`src/bcr_pkg.sv`:
```
package bcr_pkg;

   // Register access port geometry.
   localparam int ADDR_W = 12;
   localparam int DATA_W = 32;
   localparam int WORD_LSB = 2;

   // Register byte offsets; address bits 1 and 0 are never decoded.
   localparam logic [11:0] OFF_MEMORY_REMAP_CONTROL = 12'h000;
   localparam logic [11:0] OFF_BOARD_LED_CONTROL = 12'h004;
   localparam logic [11:0] OFF_SPARE_CONFIG_TWO = 12'h008;
   localparam logic [11:0] OFF_BOARD_SWITCH_STATUS = 12'h00c;
   localparam logic [11:0] OFF_BOARD_REVISION = 12'h010;
   localparam logic [11:0] OFF_SPARE_CONFIG_FIVE = 12'h014;
   localparam logic [11:0] OFF_SPARE_CONFIG_SIX = 12'h018;
   localparam logic [11:0] OFF_SPARE_CONFIG_SEVEN = 12'h01c;
   localparam logic [11:0] OFF_TRANSACTION_RETURN_DATA = 12'h0a0;
   localparam logic [11:0] OFF_TRANSACTION_OUTBOUND_DATA = 12'h0a4;
   localparam logic [11:0] OFF_TRANSACTION_CONTROL = 12'h0a8;
   localparam logic [11:0] OFF_TRANSACTION_STATUS = 12'h0ac;
   localparam logic [11:0] OFF_CLOCK_LOCK_STATUS = 12'h100;
   localparam logic [11:0] OFF_BUILD_INFORMATION = 12'hff8;
   localparam logic [11:0] OFF_PERIPHERAL_IDENTITY = 12'hffc;

   // Field positions and widths.
   localparam int REMAP_BIT = 0;
   localparam int LED_W = 8;
   localparam int SWITCH_W = 8;
   localparam int REV_W = 4;
   localparam int CTRL_START_BIT = 31;
   localparam int CTRL_WRITE_BIT = 30;
   localparam int CTRL_FUNC_LSB = 20;
   localparam int CTRL_FUNC_W = 6;
   localparam int CTRL_DEV_LSB = 0;
   localparam int CTRL_DEV_W = 12;
   localparam int STAT_DONE_BIT = 0;
   localparam int STAT_ERROR_BIT = 1;
   localparam int LOCK_W = 8;
   localparam int LOCK_MASK_LSB = 24;
   localparam int LOCK_STATE_LSB = 16;
   localparam int LOCK_ALL_BIT = 0;
   localparam int BUILD_NUM_LSB = 24;
   localparam int BUILD_BOARD_LSB = 20;
   localparam int BUILD_NREG_LSB = 0;
   localparam int ID_IMPL_LSB = 24;
   localparam int ID_VARIANT_LSB = 20;
   localparam int ID_ARCH_LSB = 16;
   localparam int ID_PART_LSB = 4;
   localparam int ID_REV_LSB = 0;

   // Values after reset.
   localparam logic RESET_REMAP = 1'b0;
   localparam logic [7:0] RESET_LED = 8'h00;
   localparam logic [3:0] RESET_REVISION = 4'h0;
   localparam logic [31:0] RESET_WORD = 32'h0000_0000;

   // Cycle counts.
   localparam int SYNC_STAGES = 2;
   localparam int READ_LATENCY = 1;

endpackage

```
`src/bcr_pin_if.sv`:
```
`timescale 1ns/1ns
// Synchronised board-pin state handed from the pin stage to the bank.
interface bcr_pin_if;
   logic [7:0] switches;
   logic [7:0] lock_state;
   logic [7:0] lock_mask;
   logic all_locked;
   modport stage (output switches, output lock_state, output lock_mask,
      output all_locked);
   modport bank (input switches, input lock_state, input lock_mask,
      input all_locked);
endinterface

```
`src/bcr_bank.sv`:
```
`timescale 1ns/1ns
module bcr_bank
   import bcr_pkg::*;
#(
   parameter logic [7:0] BUILD_NUMBER = 8'h01,
   parameter logic [3:0] TARGET_BOARD_REV = 4'h2,
   parameter logic [7:0] NUM_CFG_REGS = 8'h08,
   // Arbitrary neutral identity values.
   parameter logic [7:0] IMPLEMENTER_CODE = 8'h5a,
   parameter logic [3:0] ARCH_CODE = 4'h7,
   parameter logic [7:0] PART_NUMBER = 8'h3c,
   parameter logic [3:0] RELEASE_VARIANT = 4'h2,
   parameter logic [3:0] RELEASE_REVISION = 4'h0
)
(
   input wire logic clk,
   input wire logic rst,
   input wire logic [11:0] cfg_addr,
   input wire logic [31:0] cfg_wdata,
   input wire logic cfg_write,
   input wire logic cfg_read,
   output logic [31:0] cfg_rdata,
   output logic cfg_rvalid,
   input wire logic [7:0] switch_pins,
   input wire logic [7:0] lock_pins,
   input wire logic [7:0] lock_mask_pins,
   output logic remap_to_sram,
   output logic [7:0] led_drive,
   output logic txn_start,
   output logic txn_is_write,
   output logic [5:0] txn_function,
   output logic [11:0] txn_device,
   output logic [31:0] txn_outbound,
   input wire logic txn_done,
   input wire logic txn_error,
   input wire logic [31:0] txn_return_in
);

   if (NUM_CFG_REGS == 8'h00)
   begin : g_bad_nreg
      $error("NUM_CFG_REGS must be nonzero");
   end

   // Word match that drops the byte-lane bits of the address.
   function automatic logic hit(input logic [11:0] a, input logic [11:0] off);
      hit = (a[11:WORD_LSB] == off[11:WORD_LSB]);
   endfunction

   bcr_pin_if pins ();

   bcr_pin_sync u_pin_sync (
      .clk(clk),
      .rst(rst),
      .switch_pins(switch_pins),
      .lock_pins(lock_pins),
      .lock_mask_pins(lock_mask_pins),
      .pins(pins)
   );

   logic [3:0] revision;
   logic [31:0] return_data;
   logic txn_busy;
   logic stat_done;
   logic stat_error;
   logic start_req;
   logic finish;
   logic [31:0] next_rdata;

   // A start is only a write of one to bit 31; writing zero there is inert.
   assign start_req = cfg_write && hit(cfg_addr, OFF_TRANSACTION_CONTROL)
      && cfg_wdata[CTRL_START_BIT];
   // Finish events only count while a transaction is outstanding.
   assign finish = txn_busy && (txn_done || txn_error);

   // Remap control; the boot sequence relies on the controller writing one.
   always_ff @(posedge clk)
   begin
      if (rst)
         remap_to_sram <= RESET_REMAP;
      else if (cfg_write && hit(cfg_addr, OFF_MEMORY_REMAP_CONTROL))
         remap_to_sram <= cfg_wdata[REMAP_BIT];
   end

   // LED drive bits, one per LED.
   always_ff @(posedge clk)
   begin
      if (rst)
         led_drive <= RESET_LED;
      else if (cfg_write && hit(cfg_addr, OFF_BOARD_LED_CONTROL))
         led_drive <= cfg_wdata[LED_W-1:0];
   end

   // Board revision, written by the controller at boot.
   always_ff @(posedge clk)
   begin
      if (rst)
         revision <= RESET_REVISION;
      else if (cfg_write && hit(cfg_addr, OFF_BOARD_REVISION))
         revision <= cfg_wdata[REV_W-1:0];
   end

   // Outbound data word for the transaction.
   always_ff @(posedge clk)
   begin
      if (rst)
         txn_outbound <= RESET_WORD;
      else if (cfg_write && hit(cfg_addr, OFF_TRANSACTION_OUTBOUND_DATA))
         txn_outbound <= cfg_wdata;
   end

   // Return data: the servicing party's word on an error-free finish beats a bus write,
   // so a completed read is never overwritten in the same cycle.
   always_ff @(posedge clk)
   begin
      if (rst)
         return_data <= RESET_WORD;
      else if (finish && !txn_error)
         return_data <= txn_return_in;
      else if (cfg_write && hit(cfg_addr, OFF_TRANSACTION_RETURN_DATA))
         return_data <= cfg_wdata;
   end

   // Control fields; reserved bits are simply not stored.
   always_ff @(posedge clk)
   begin
      if (rst)
      begin
         txn_is_write <= 1'b0;
         txn_function <= 6'h00;
         txn_device <= 12'h000;
      end
      else if (cfg_write && hit(cfg_addr, OFF_TRANSACTION_CONTROL))
      begin
         txn_is_write <= cfg_wdata[CTRL_WRITE_BIT];
         txn_function <= cfg_wdata[CTRL_FUNC_LSB +: CTRL_FUNC_W];
         txn_device <= cfg_wdata[CTRL_DEV_LSB +: CTRL_DEV_W];
      end
   end

   // One-cycle request pulse toward the servicing party.
   always_ff @(posedge clk)
   begin
      if (rst)
         txn_start <= 1'b0;
      else
         txn_start <= start_req;
   end

   // Busy flag reads back as the start bit until the transaction finishes.
   // A new start overrides a finish in the same cycle.
   always_ff @(posedge clk)
   begin
      if (rst)
         txn_busy <= 1'b0;
      else if (start_req)
         txn_busy <= 1'b1;
      else if (finish)
         txn_busy <= 1'b0;
   end

   // Status flags: a finish sets them even in the cycle of a new start,
   // so the outcome of the old transaction is never hidden by the clear.
   always_ff @(posedge clk)
   begin
      if (rst)
      begin
         stat_done <= 1'b0;
         stat_error <= 1'b0;
      end
      else if (finish)
      begin
         stat_done <= 1'b1;
         stat_error <= (stat_error && !start_req) || txn_error;
      end
      else if (start_req)
      begin
         stat_done <= 1'b0;
         stat_error <= 1'b0;
      end
   end

   // Read multiplexer; unmapped and reserved words return zero.
   always_comb
   begin
      next_rdata = RESET_WORD;
      if (hit(cfg_addr, OFF_MEMORY_REMAP_CONTROL))
         next_rdata[REMAP_BIT] = remap_to_sram;
      else if (hit(cfg_addr, OFF_BOARD_LED_CONTROL))
         next_rdata[LED_W-1:0] = led_drive;
      else if (hit(cfg_addr, OFF_BOARD_SWITCH_STATUS))
         next_rdata[SWITCH_W-1:0] = pins.switches;
      else if (hit(cfg_addr, OFF_BOARD_REVISION))
         next_rdata[REV_W-1:0] = revision;
      else if (hit(cfg_addr, OFF_TRANSACTION_RETURN_DATA))
         next_rdata = return_data;
      else if (hit(cfg_addr, OFF_TRANSACTION_OUTBOUND_DATA))
         next_rdata = txn_outbound;
      else if (hit(cfg_addr, OFF_TRANSACTION_CONTROL))
      begin
         next_rdata[CTRL_START_BIT] = txn_busy;
         next_rdata[CTRL_WRITE_BIT] = txn_is_write;
         next_rdata[CTRL_FUNC_LSB +: CTRL_FUNC_W] = txn_function;
         next_rdata[CTRL_DEV_LSB +: CTRL_DEV_W] = txn_device;
      end
      else if (hit(cfg_addr, OFF_TRANSACTION_STATUS))
      begin
         next_rdata[STAT_DONE_BIT] = stat_done;
         next_rdata[STAT_ERROR_BIT] = stat_error;
      end
      else if (hit(cfg_addr, OFF_CLOCK_LOCK_STATUS))
      begin
         next_rdata[LOCK_MASK_LSB +: LOCK_W] = pins.lock_mask;
         next_rdata[LOCK_STATE_LSB +: LOCK_W] = pins.lock_state;
         next_rdata[LOCK_ALL_BIT] = pins.all_locked;
      end
      else if (hit(cfg_addr, OFF_BUILD_INFORMATION))
      begin
         next_rdata[BUILD_NUM_LSB +: 8] = BUILD_NUMBER;
         next_rdata[BUILD_BOARD_LSB +: 4] = TARGET_BOARD_REV;
         next_rdata[BUILD_NREG_LSB +: 8] = NUM_CFG_REGS;
      end
      else if (hit(cfg_addr, OFF_PERIPHERAL_IDENTITY))
      begin
         next_rdata[ID_IMPL_LSB +: 8] = IMPLEMENTER_CODE;
         next_rdata[ID_VARIANT_LSB +: 4] = RELEASE_VARIANT;
         next_rdata[ID_ARCH_LSB +: 4] = ARCH_CODE;
         next_rdata[ID_PART_LSB +: 8] = PART_NUMBER;
         next_rdata[ID_REV_LSB +: 4] = RELEASE_REVISION;
      end
   end

   // Registered read answer; data holds until the next read is taken.
   always_ff @(posedge clk)
   begin
      if (rst)
      begin
         cfg_rdata <= RESET_WORD;
         cfg_rvalid <= 1'b0;
      end
      else
      begin
         cfg_rvalid <= cfg_read;
         if (cfg_read)
            cfg_rdata <= next_rdata;
      end
   end

   // Checks on the behaviour above.
   remap_write_a: assert property (@(posedge clk) disable iff (rst)
      cfg_write && hit(cfg_addr, OFF_MEMORY_REMAP_CONTROL)
      |=> remap_to_sram == $past(cfg_wdata[0]))
      else $error("remap bit did not follow write");

   led_write_a: assert property (@(posedge clk) disable iff (rst)
      cfg_write && hit(cfg_addr, OFF_BOARD_LED_CONTROL)
      |=> led_drive == $past(cfg_wdata[7:0]))
      else $error("led drive did not follow write");

   switch_read_a: assert property (@(posedge clk) disable iff (rst)
      cfg_read && hit(cfg_addr, OFF_BOARD_SWITCH_STATUS)
      |=> cfg_rvalid && cfg_rdata == {24'h000000, $past(pins.switches)})
      else $error("switch read wrong");

   rev_store_a: assert property (@(posedge clk) disable iff (rst)
      cfg_write && hit(cfg_addr, OFF_BOARD_REVISION) ##1 !cfg_write
      ##1 cfg_read && hit(cfg_addr, OFF_BOARD_REVISION) && !cfg_write
      |=> cfg_rdata == {28'h0000000, $past(cfg_wdata[3:0], 3)})
      else $error("revision not kept");

   low_bits_a: assert property (@(posedge clk) disable iff (rst)
      cfg_read && cfg_addr[11:2] == 10'h000 && !cfg_write
      |=> cfg_rdata == {31'h00000000, remap_to_sram})
      else $error("low address bits affected decode");

   start_pulse_a: assert property (@(posedge clk) disable iff (rst)
      start_req |=> txn_start ##1 !txn_start || $past(start_req))
      else $error("start pulse wrong");

   ctrl_fields_a: assert property (@(posedge clk) disable iff (rst)
      cfg_write && hit(cfg_addr, OFF_TRANSACTION_CONTROL)
      |=> txn_is_write == $past(cfg_wdata[30])
      && txn_function == $past(cfg_wdata[25:20])
      && txn_device == $past(cfg_wdata[11:0]))
      else $error("control fields not captured");

   lock_read_a: assert property (@(posedge clk) disable iff (rst)
      cfg_read && hit(cfg_addr, OFF_CLOCK_LOCK_STATUS)
      |=> cfg_rdata[15:1] == 15'h0000
      && cfg_rdata[31:24] == $past(pins.lock_mask))
      else $error("lock status read wrong");

   build_read_a: assert property (@(posedge clk) disable iff (rst)
      cfg_read && hit(cfg_addr, OFF_BUILD_INFORMATION)
      |=> cfg_rdata == {BUILD_NUMBER, TARGET_BOARD_REV, 12'h000,
      NUM_CFG_REGS})
      else $error("build information wrong");

   ident_read_a: assert property (@(posedge clk) disable iff (rst)
      cfg_read && hit(cfg_addr, OFF_PERIPHERAL_IDENTITY)
      |=> cfg_rdata[3:0] == RELEASE_REVISION
      && cfg_rdata[23:20] == RELEASE_VARIANT
      && cfg_rdata[31:24] == IMPLEMENTER_CODE
      && cfg_rdata[19:16] == ARCH_CODE
      && cfg_rdata[11:4] == PART_NUMBER
      && cfg_rdata[15:12] == 4'h0)
      else $error("identity wrong");

   status_clear_a: assert property (@(posedge clk) disable iff (rst)
      start_req |=> txn_busy && (stat_done == $past(finish))
      && (stat_error == $past(finish && txn_error)))
      else $error("start did not clear status");

   status_set_a: assert property (@(posedge clk) disable iff (rst)
      finish |=> stat_done && (txn_busy == $past(start_req))
      && (stat_error == (($past(stat_error) && !$past(start_req))
      || $past(txn_error))))
      else $error("finish did not set status");

   reserved_read_a: assert property (@(posedge clk) disable iff (rst)
      cfg_read && hit(cfg_addr, OFF_SPARE_CONFIG_TWO)
      |=> cfg_rdata == 32'h0000_0000)
      else $error("reserved word not zero");

   start_only_a: assert property (@(posedge clk) disable iff (rst)
      !start_req |=> !txn_start)
      else $error("start pulse without a start write");

   read_answer_a: assert property (@(posedge clk) disable iff (rst)
      cfg_rvalid == $past(cfg_read))
      else $error("read answer timing wrong");

endmodule

```
`src/bcr_pin_sync.sv`:
```
`timescale 1ns/1ns
// Two-flop synchronisers for the switch, lock and lock-mask pins.
module bcr_pin_sync
   import bcr_pkg::*;
(
   input wire logic clk,
   input wire logic rst,
   input wire logic [7:0] switch_pins,
   input wire logic [7:0] lock_pins,
   input wire logic [7:0] lock_mask_pins,
   bcr_pin_if.stage pins
);

   logic [7:0] sw_meta;
   logic [7:0] lock_meta;
   logic [7:0] mask_meta;

   // First stage only feeds the second stage; nothing else looks at it.
   always_ff @(posedge clk)
   begin
      if (rst)
      begin
         sw_meta <= 8'h00;
         lock_meta <= 8'h00;
         mask_meta <= 8'h00;
         pins.switches <= 8'h00;
         pins.lock_state <= 8'h00;
         pins.lock_mask <= 8'h00;
      end
      else
      begin
         sw_meta <= switch_pins;
         lock_meta <= lock_pins;
         mask_meta <= lock_mask_pins;
         pins.switches <= sw_meta;
         pins.lock_state <= lock_meta;
         pins.lock_mask <= mask_meta;
      end
   end

   // A masked loop counts as locked so a disabled loop never holds it low.
   always_ff @(posedge clk)
   begin
      if (rst)
         pins.all_locked <= 1'b0;
      else
         pins.all_locked <= &(pins.lock_state | pins.lock_mask);
   end

endmodule

```
`config.mk`:
```
export PLATFORM = sky130hd
export DESIGN_NAME = bcr_bank
export DESIGN_NICKNAME = d
export VERILOG_FILES = /design/src/bcr_pkg.sv /design/src/bcr_pin_if.sv /design/src/bcr_bank.sv /design/src/bcr_pin_sync.sv
export SDC_FILE = /design/constraint.sdc
export NUM_CORES = 1
export LEC_CHECK = 0
export ABC_CLOCK_PERIOD_IN_PS = 3800
export BUFFER_PORTS_ARGS = -buffer_cell sky130_fd_sc_hd__buf_2
export CAP_MARGIN = 30
export CORE_MARGIN = 4
export CORE_UTILIZATION = 45
export DETAILED_ROUTE_END_ITERATION = 10
export PLACE_DENSITY = 0.73
export SKIP_LAST_GASP = 1
export SYNTH_ARGS = -nofsm -noshare
export SYNTH_HDL_FRONTEND = slang
export SYNTH_SLANG_ARGS = --single-unit
```
`constraint.sdc`:
```
create_clock -name clk -period 3.8 [get_ports clk]
set_clock_uncertainty 0.2 [all_clocks]
set_input_delay 0.76 -clock clk [delete_from_list [all_inputs] [get_ports clk]]
set_output_delay 0.76 -clock clk [all_outputs]
set_load 0.02 [all_outputs]
```
; ---- After elaboration in Yosys (flattened, before gate mapping)
; Index checks and enable logic that the tools add are counted.
[totals]
output_inout_bits = 94
register_bits = 182
wordCells = 110
inputBits = 106
[op_classes]
reduce_logical = 18
n_eq_ne = 10
n_bitwise = 1
n_mux = 60
[ops]
columns = operator, count
row1 = $mux W16, 10
row2 = $mux W11, 9
row3 = $mux W32, 3
row4 = $mux W8, 12
row5 = $mux W24, 2
row6 = $eq A10 B6 Y1 const B, 4
row7 = $mux W31, 1
row8 = $mux W28, 1
row9 = $mux W12, 2
row10 = $eq A10 B10 Y1 const B, 2
row11 = $mux W10, 2
row12 = $mux W4, 5
row13 = $mux W15, 1
row14 = $eq A10 B1 Y1 const B, 1
row15 = $eq A10 B2 Y1 const B, 1
row16 = $eq A10 B3 Y1 const B, 1
row17 = $eq A10 B7 Y1 const B, 1
row18 = $logic_and A1 B1 Y1, 10
row19 = $logic_not A10 Y1, 1
row20 = $mux W9, 1
row21 = $or A8 B8 Y8, 1
row22 = $reduce_and A8 Y1, 1
row23 = $mux W1, 7
row24 = $mux W2, 3
row25 = 4 further kinds, 7

; ---- Depth between registers and ports, before layout
[depth]
depth_word = 29
depth_mapped = 8
depth_no_buf = 5

; ---- Modules after synthesis
; Synthesis repeated with hierarchy kept, for this count alone.
[unflattened]
cells_unflattened = 856
area_unflattened_um2 = 7297.0
[by_module_without_submodules]
columns = mod, seq_area_each_um2, cells_each, area_per_inst_um2, instances
row1 = bcr_bank, 2662.6, 747, 5949.5, 1
row2 = bcr_pin_sync, 980.9, 109, 1347.5, 1

; ---- Worst setup path before layout
; No wires, ideal clock.
[synth_path]
path_kind = input-to-reg
start = input port cfg_addr[11]
end = register cfg_rdata[25]
slack_ns = 1.062
stages = 7
setup_ns = 0.122
n_path_buf = 2
required_time_ns = 3.478
arrival_ns = 2.417
path_cell_list = or4_1 clkbuf_1 or3_1 clkbuf_1 a21o_1 o211a_1 a221o_1
[synth_via]
elab_chain_len = 19
word_cells_on_any_way = 29
classes_between = 10 x eq/ne / 18 x mux / 1 x reduce/logical
[synth_lines]
columns = item, line
row1 = "start, declared", bcr_bank.sv:18  ; input wire logic [11:0] cfg_addr,
row2 = $eq A10 B10 Y1, bcr_bank.sv:46  ; hit = (a[11:WORD_LSB] == off[11:WORD_LSB]);
row3 = $mux W15, bcr_bank.sv:222  ; else if (hit(cfg_addr, OFF_PERIPHERAL_IDENTITY))
row4 = $mux W11, bcr_bank.sv:216  ; else if (hit(cfg_addr, OFF_BUILD_INFORMATION))
row5 = $mux W16, bcr_bank.sv:210  ; else if (hit(cfg_addr, OFF_CLOCK_LOCK_STATUS))
row6 = $mux W16, bcr_bank.sv:205  ; else if (hit(cfg_addr, OFF_TRANSACTION_STATUS))
row7 = $mux W16, bcr_bank.sv:198  ; else if (hit(cfg_addr, OFF_TRANSACTION_CONTROL))
row8 = $mux W16, bcr_bank.sv:196  ; else if (hit(cfg_addr, OFF_TRANSACTION_OUTBOUND_DATA))
row9 = $mux W16, bcr_bank.sv:194  ; else if (hit(cfg_addr, OFF_TRANSACTION_RETURN_DATA))
row10 = [3 not listed], n/a
row11 = $mux W16, bcr_bank.sv:186  ; if (hit(cfg_addr, OFF_MEMORY_REMAP_CONTROL))
row12 = $mux W6, bcr_bank.sv:198
row13 = $mux W16, bcr_bank.sv:196
row14 = $mux W32, bcr_bank.sv:194
row15 = $mux W28, bcr_bank.sv:192  ; else if (hit(cfg_addr, OFF_BOARD_REVISION))
row16 = $mux W24, bcr_bank.sv:190  ; else if (hit(cfg_addr, OFF_BOARD_SWITCH_STATUS))
row17 = $mux W24, bcr_bank.sv:188  ; else if (hit(cfg_addr, OFF_BOARD_LED_CONTROL))
row18 = $mux W31 (*), bcr_bank.sv:186
row19 = "end signal, assigned", bcr_bank.sv:244  ; cfg_rdata <= next_rdata;
row20 = "end, declared", bcr_bank.sv:22  ; output logic [31:0] cfg_rdata,
; Mark *: on every way between the ends. The rest lies on a longest branch, timed or not. The select of a mux whose other input is x is not followed.
; A chain may end at the register's enable or synchronous reset.

; ---- Final worst setup path
[layout_path]
start = input port cfg_addr[3]
end = register return_data[29]
[layout_via]
elab_chain_len = 3
[layout_lines]
columns = item, line
row1 = $eq A10 B6 Y1, bcr_bank.sv:46
row2 = $logic_and A1 B1 Y1, bcr_bank.sv:119  ; else if (cfg_write && hit(cfg_addr, OFF_TRANSACTION_RETURN_DATA))
row3 = $reduce_bool A2 Y1 (no line), n/a
row4 = "end signal, assigned", bcr_bank.sv:118  ; return_data <= txn_return_in;
row5 = "end signal, assigned", bcr_bank.sv:120  ; return_data <= cfg_wdata;
row6 = "end, declared", bcr_bank.sv:61  ; logic [31:0] return_data;
; Every way passes these cells.

==> results.sh <==
export IMPL_place_congestion=0.904
export IMPL_reg2reg_depth=5
export IMPL_antenna_cells=0
export IMPL_synth_top_area_share_pct=48.4
export IMPL_synth_top_family_by_area="compound AO/OA/AOI/OAI gates"
export IMPL_yosys_area_share_simple_pct=20.2
export IMPL_final_max_slew_violation_count=0
export IMPL_hp_class="flip-flop to flip-flop"
export IMPL_finalCritPeriodShare_pct=74.0
export IMPL_drtIter0Drc=679
export IMPL_tightest_slew_ns=1.03
export IMPL_seqPwrFrac_pct=49.1
export IMPL_port_buffers=197
export IMPL_hold_path_end="u_pin_sync.pins.lock_state[2]"
export IMPL_synth_compound_area_share_pct=21.8
export IMPL_slew_headroom_pct=31.6
export IMPL_rows=47
export IMPL_startpoint="cfg_addr[3]"
export IMPL_core_area_mm2=0.0165
export IMPL_timing_rr_end="return_data[29]"
export IMPL_gr_total_overflow=0
export IMPL_tns_ns=0
export IMPL_power_density_mw_per_mm2=422
export IMPL_fmax_mhz=356
export IMPL_yosys_warnings=0
export IMPL_dp_hpwl_um=16500
export IMPL_power_switching_share_pct=22.3
export IMPL_p_total_mw=3.96
export IMPL_worst_setup_path_start_kind="primary input"
export IMPL_synth_area_mm2=0.00752
export IMPL_placedInstanceArea_mm2=0.00876
export IMPL_synth_xor_area_share_pct=0
export IMPL_cp_arrival_ns=2.95
export IMPL_r2r_setup_slack_ns=1.50
export IMPL_dieArea_mm2=0.0188
export IMPL_clock_tree_buffer_depth=2
export IMPL_routed_wl_um=23300
export IMPL_syn_num_nets=955
export IMPL_muxShareOfSynthArea_pct=5.26
export IMPL_placed_cells=1229
export IMPL_cp_end_kind="flip-flop"
export IMPL_htree_levels=4
export IMPL_grt_pass1_vias=6322
export IMPL_postCtsSetupRepairBufs=0
export IMPL_synth_edf_count=0
export IMPL_clk_pin_slew_worst_paths_ns=0.06
export IMPL_cts_tree="built"
export IMPL_worstSkewPairLatency_ns=0.42
export IMPL_yosysUniqueCellTypes=52
export IMPL_synthTopCellsByArea="dfxtp_1, nand2_1, a21oi_1, a211oi_2, mux2i_1"
export IMPL_drc=0
export IMPL_rsz0062_at_grt="false"
export IMPL_drive_above_1_share_pct=28.9
export IMPL_p_int_mw=3.07
export IMPL_crit_type="primary input to flip-flop"
export IMPL_p_leak_nw=3.91
export IMPL_synthCells=849
export IMPL_clkPwrFrac_pct=45.5
export IMPL_cts_hold_buffers=0
export IMPL_area_growth_pct=24.6
export IMPL_gr_usage_all_layers_pct=24.1
export IMPL_viasPerCell=5.46
export IMPL_nets=1134
export IMPL_setup_viol=0
export IMPL_ios=200
export IMPL_critPathRequiredTime_ns=3.94
export IMPL_grt_max_degree=91
export IMPL_numClockSinks=182
export IMPL_start_util_pct=45.7
export IMPL_cts_repair_resize_count=0
export IMPL_cp_max_fo=34
export IMPL_power_switching_uw=884
export IMPL_wire_per_inst_um=18.5
export IMPL_hold_slack_ns=0.230
export IMPL_hold_viol_final=0
export IMPL_die_w_um=137
export IMPL_status="complete, no violations"
export IMPL_synth_seq_area_share_pct=48.4
export IMPL_holdPathStages=1
export IMPL_synth_area_leader_cell="dfxtp_1"
export IMPL_hold_start="u_pin_sync.lock_meta[2]"
export IMPL_comb_power_share_pct=5.5
export IMPL_layout_commonest_cell="buf_2"
export IMPL_synth_seq_cells=182
export IMPL_stdcell_area_mm2=0.00937
export IMPL_grt_antenna_before_repair=0
export IMPL_die_h_um=137
export IMPL_drv_cap=0
export IMPL_rr_startpoint="txn_busy"
export IMPL_fin_cells=1261
export IMPL_layout_common_cells="buf_2, dfxtp_1, nand2_1"
export IMPL_syn_avg_cell_area_um2=8.86
export IMPL_synth_ff_type="dfxtp_1"
export IMPL_vias=6884
export IMPL_synth_fa_ha_area_share_pct=0
export IMPL_firstDrtPassIters=5
export IMPL_post_route_min_period_ns=2.81
export IMPL_ys_async_sr_fraction_pct=0
export IMPL_vdd_drop_max_uv=303
export IMPL_cts_root_buf="clkbuf_16"
export IMPL_ant_nets=0
export IMPL_grt_pass1_wl_um=34800
export IMPL_cts_buffers=17
==> per-stage QoR <==
stage          setup WS, ns  utilization (%)
6_report              0.989             56.9
2_1_floorplan          1.06                -
4_1_cts                1.04             56.9
3_5_place_dp          0.584             53.2
5_1_grt               0.900             56.9
3_3_place_gp          0.588             53.2
==> power groups by stage <==
stage / Clock (mW) / Combinational (mW) / Sequential [mW]
floorplan: 0 / 0.107 / 1.98
global placement: 0 / 0.210 / 1.98
detailed placement: 0 / 0.212 / 1.99
CTS: 1.82 / 0.213 / 1.94
global route: 1.89 / 0.233 / 1.94
finish: 1.80 / 0.216 / 1.94
==> cells by family after synthesis <==
group / Yosys count
AND/OR/NAND/NOR: 323
AO/OA/AOI/OAI: 232
flip-flops: 182
buffers and inverters: 73
multiplexers: 39
==> routing by layer <==
metal / track usage, % / routed length (um)
met2: 37.6 / 10600
met5: 0 / 0
met3: 3.87 / 1750
met4: 10.4 / 639
met1: 33.1 / 10300
==> flip-flops by register name (all words and copies together), names as in the netlist <==
name	count
u_pin_sync.mask_meta	8
led_drive	8
txn_busy	1
u_pin_sync.pins.lock_state	8
cfg_rvalid	1
revision	4
u_pin_sync.pins.switches	8
stat_error	1
txn_function	6
txn_start	1
cfg_rdata	32
u_pin_sync.pins.lock_mask	8
remap_to_sram	1
txn_device	12
u_pin_sync.pins.all_locked	1
stat_done	1
u_pin_sync.lock_meta	8
u_pin_sync.sw_meta	8
txn_is_write	1
return_data	32
txn_outbound	32
==> synth_stat cells (2+ instances only) <==
master / count
dfxtp_1: 182
nand2_1: 157
a21oi_1: 91
nor2_1: 52
nor2b_1: 48
clkbuf_1: 43
mux2i_1: 35
o21ai_0: 30
a211oi_2: 28
a22o_1: 14
buf_2: 12
a221oi_1: 11
nand2b_1: 11
a22oi_1: 10
inv_1: 9
o22ai_1: 8
nand4_1: 7
nor4_1: 7
or3_1: 7
or4_1: 7
a211oi_1: 6
a222oi_1: 6
nand3_1: 6
nor3_1: 6
a21o_1: 5
o211ai_1: 5
a221o_1: 4
buf_4: 4
mux2_2: 4
and3_1: 3
buf_6: 3
nand3b_1: 3
a31oi_1: 2
a32oi_1: 2
buf_1: 2
nor4_2: 2
o21ai_1: 2
==> worst max-delay path: stages <==
cell and delay [ns]:
buf_2 0.21, or4_1 0.51, or4_1 0.49, o21ai_4 0.38, buf_12 0.26, nor2_1 0.08
a211oi_2 0.22
==> worst max-delay path by stage <==
| stage | end | slack [ns] | cells after the start |
|---|---|---|---|
| 5_1_grt | cfg_rdata[25] | 0.90 | 7 |
| 3_3_place_gp | cfg_rdata[24] | 0.59 | 6 |
| 4_1_cts | return_data[29] | 1.04 | 7 |
| 3_5_place_dp | return_data[20] | 0.58 | 7 |
| 6_report | return_data[29] | 0.99 | 7 |
| 2_1_floorplan | cfg_rdata[25] | 1.06 | 7 |
==> area by class of cell <==
cell class	instances	area (um^2)
clock buffers	22	494
clock inverters	10	118
fillers	1512	7090
inverters	9	33.8
multi-input cells	594	3590
flip-flops and latches	182	3640
well taps	220	275
repair buffers	224	1220
Note: power is estimated with default switching activity, not from simulation.
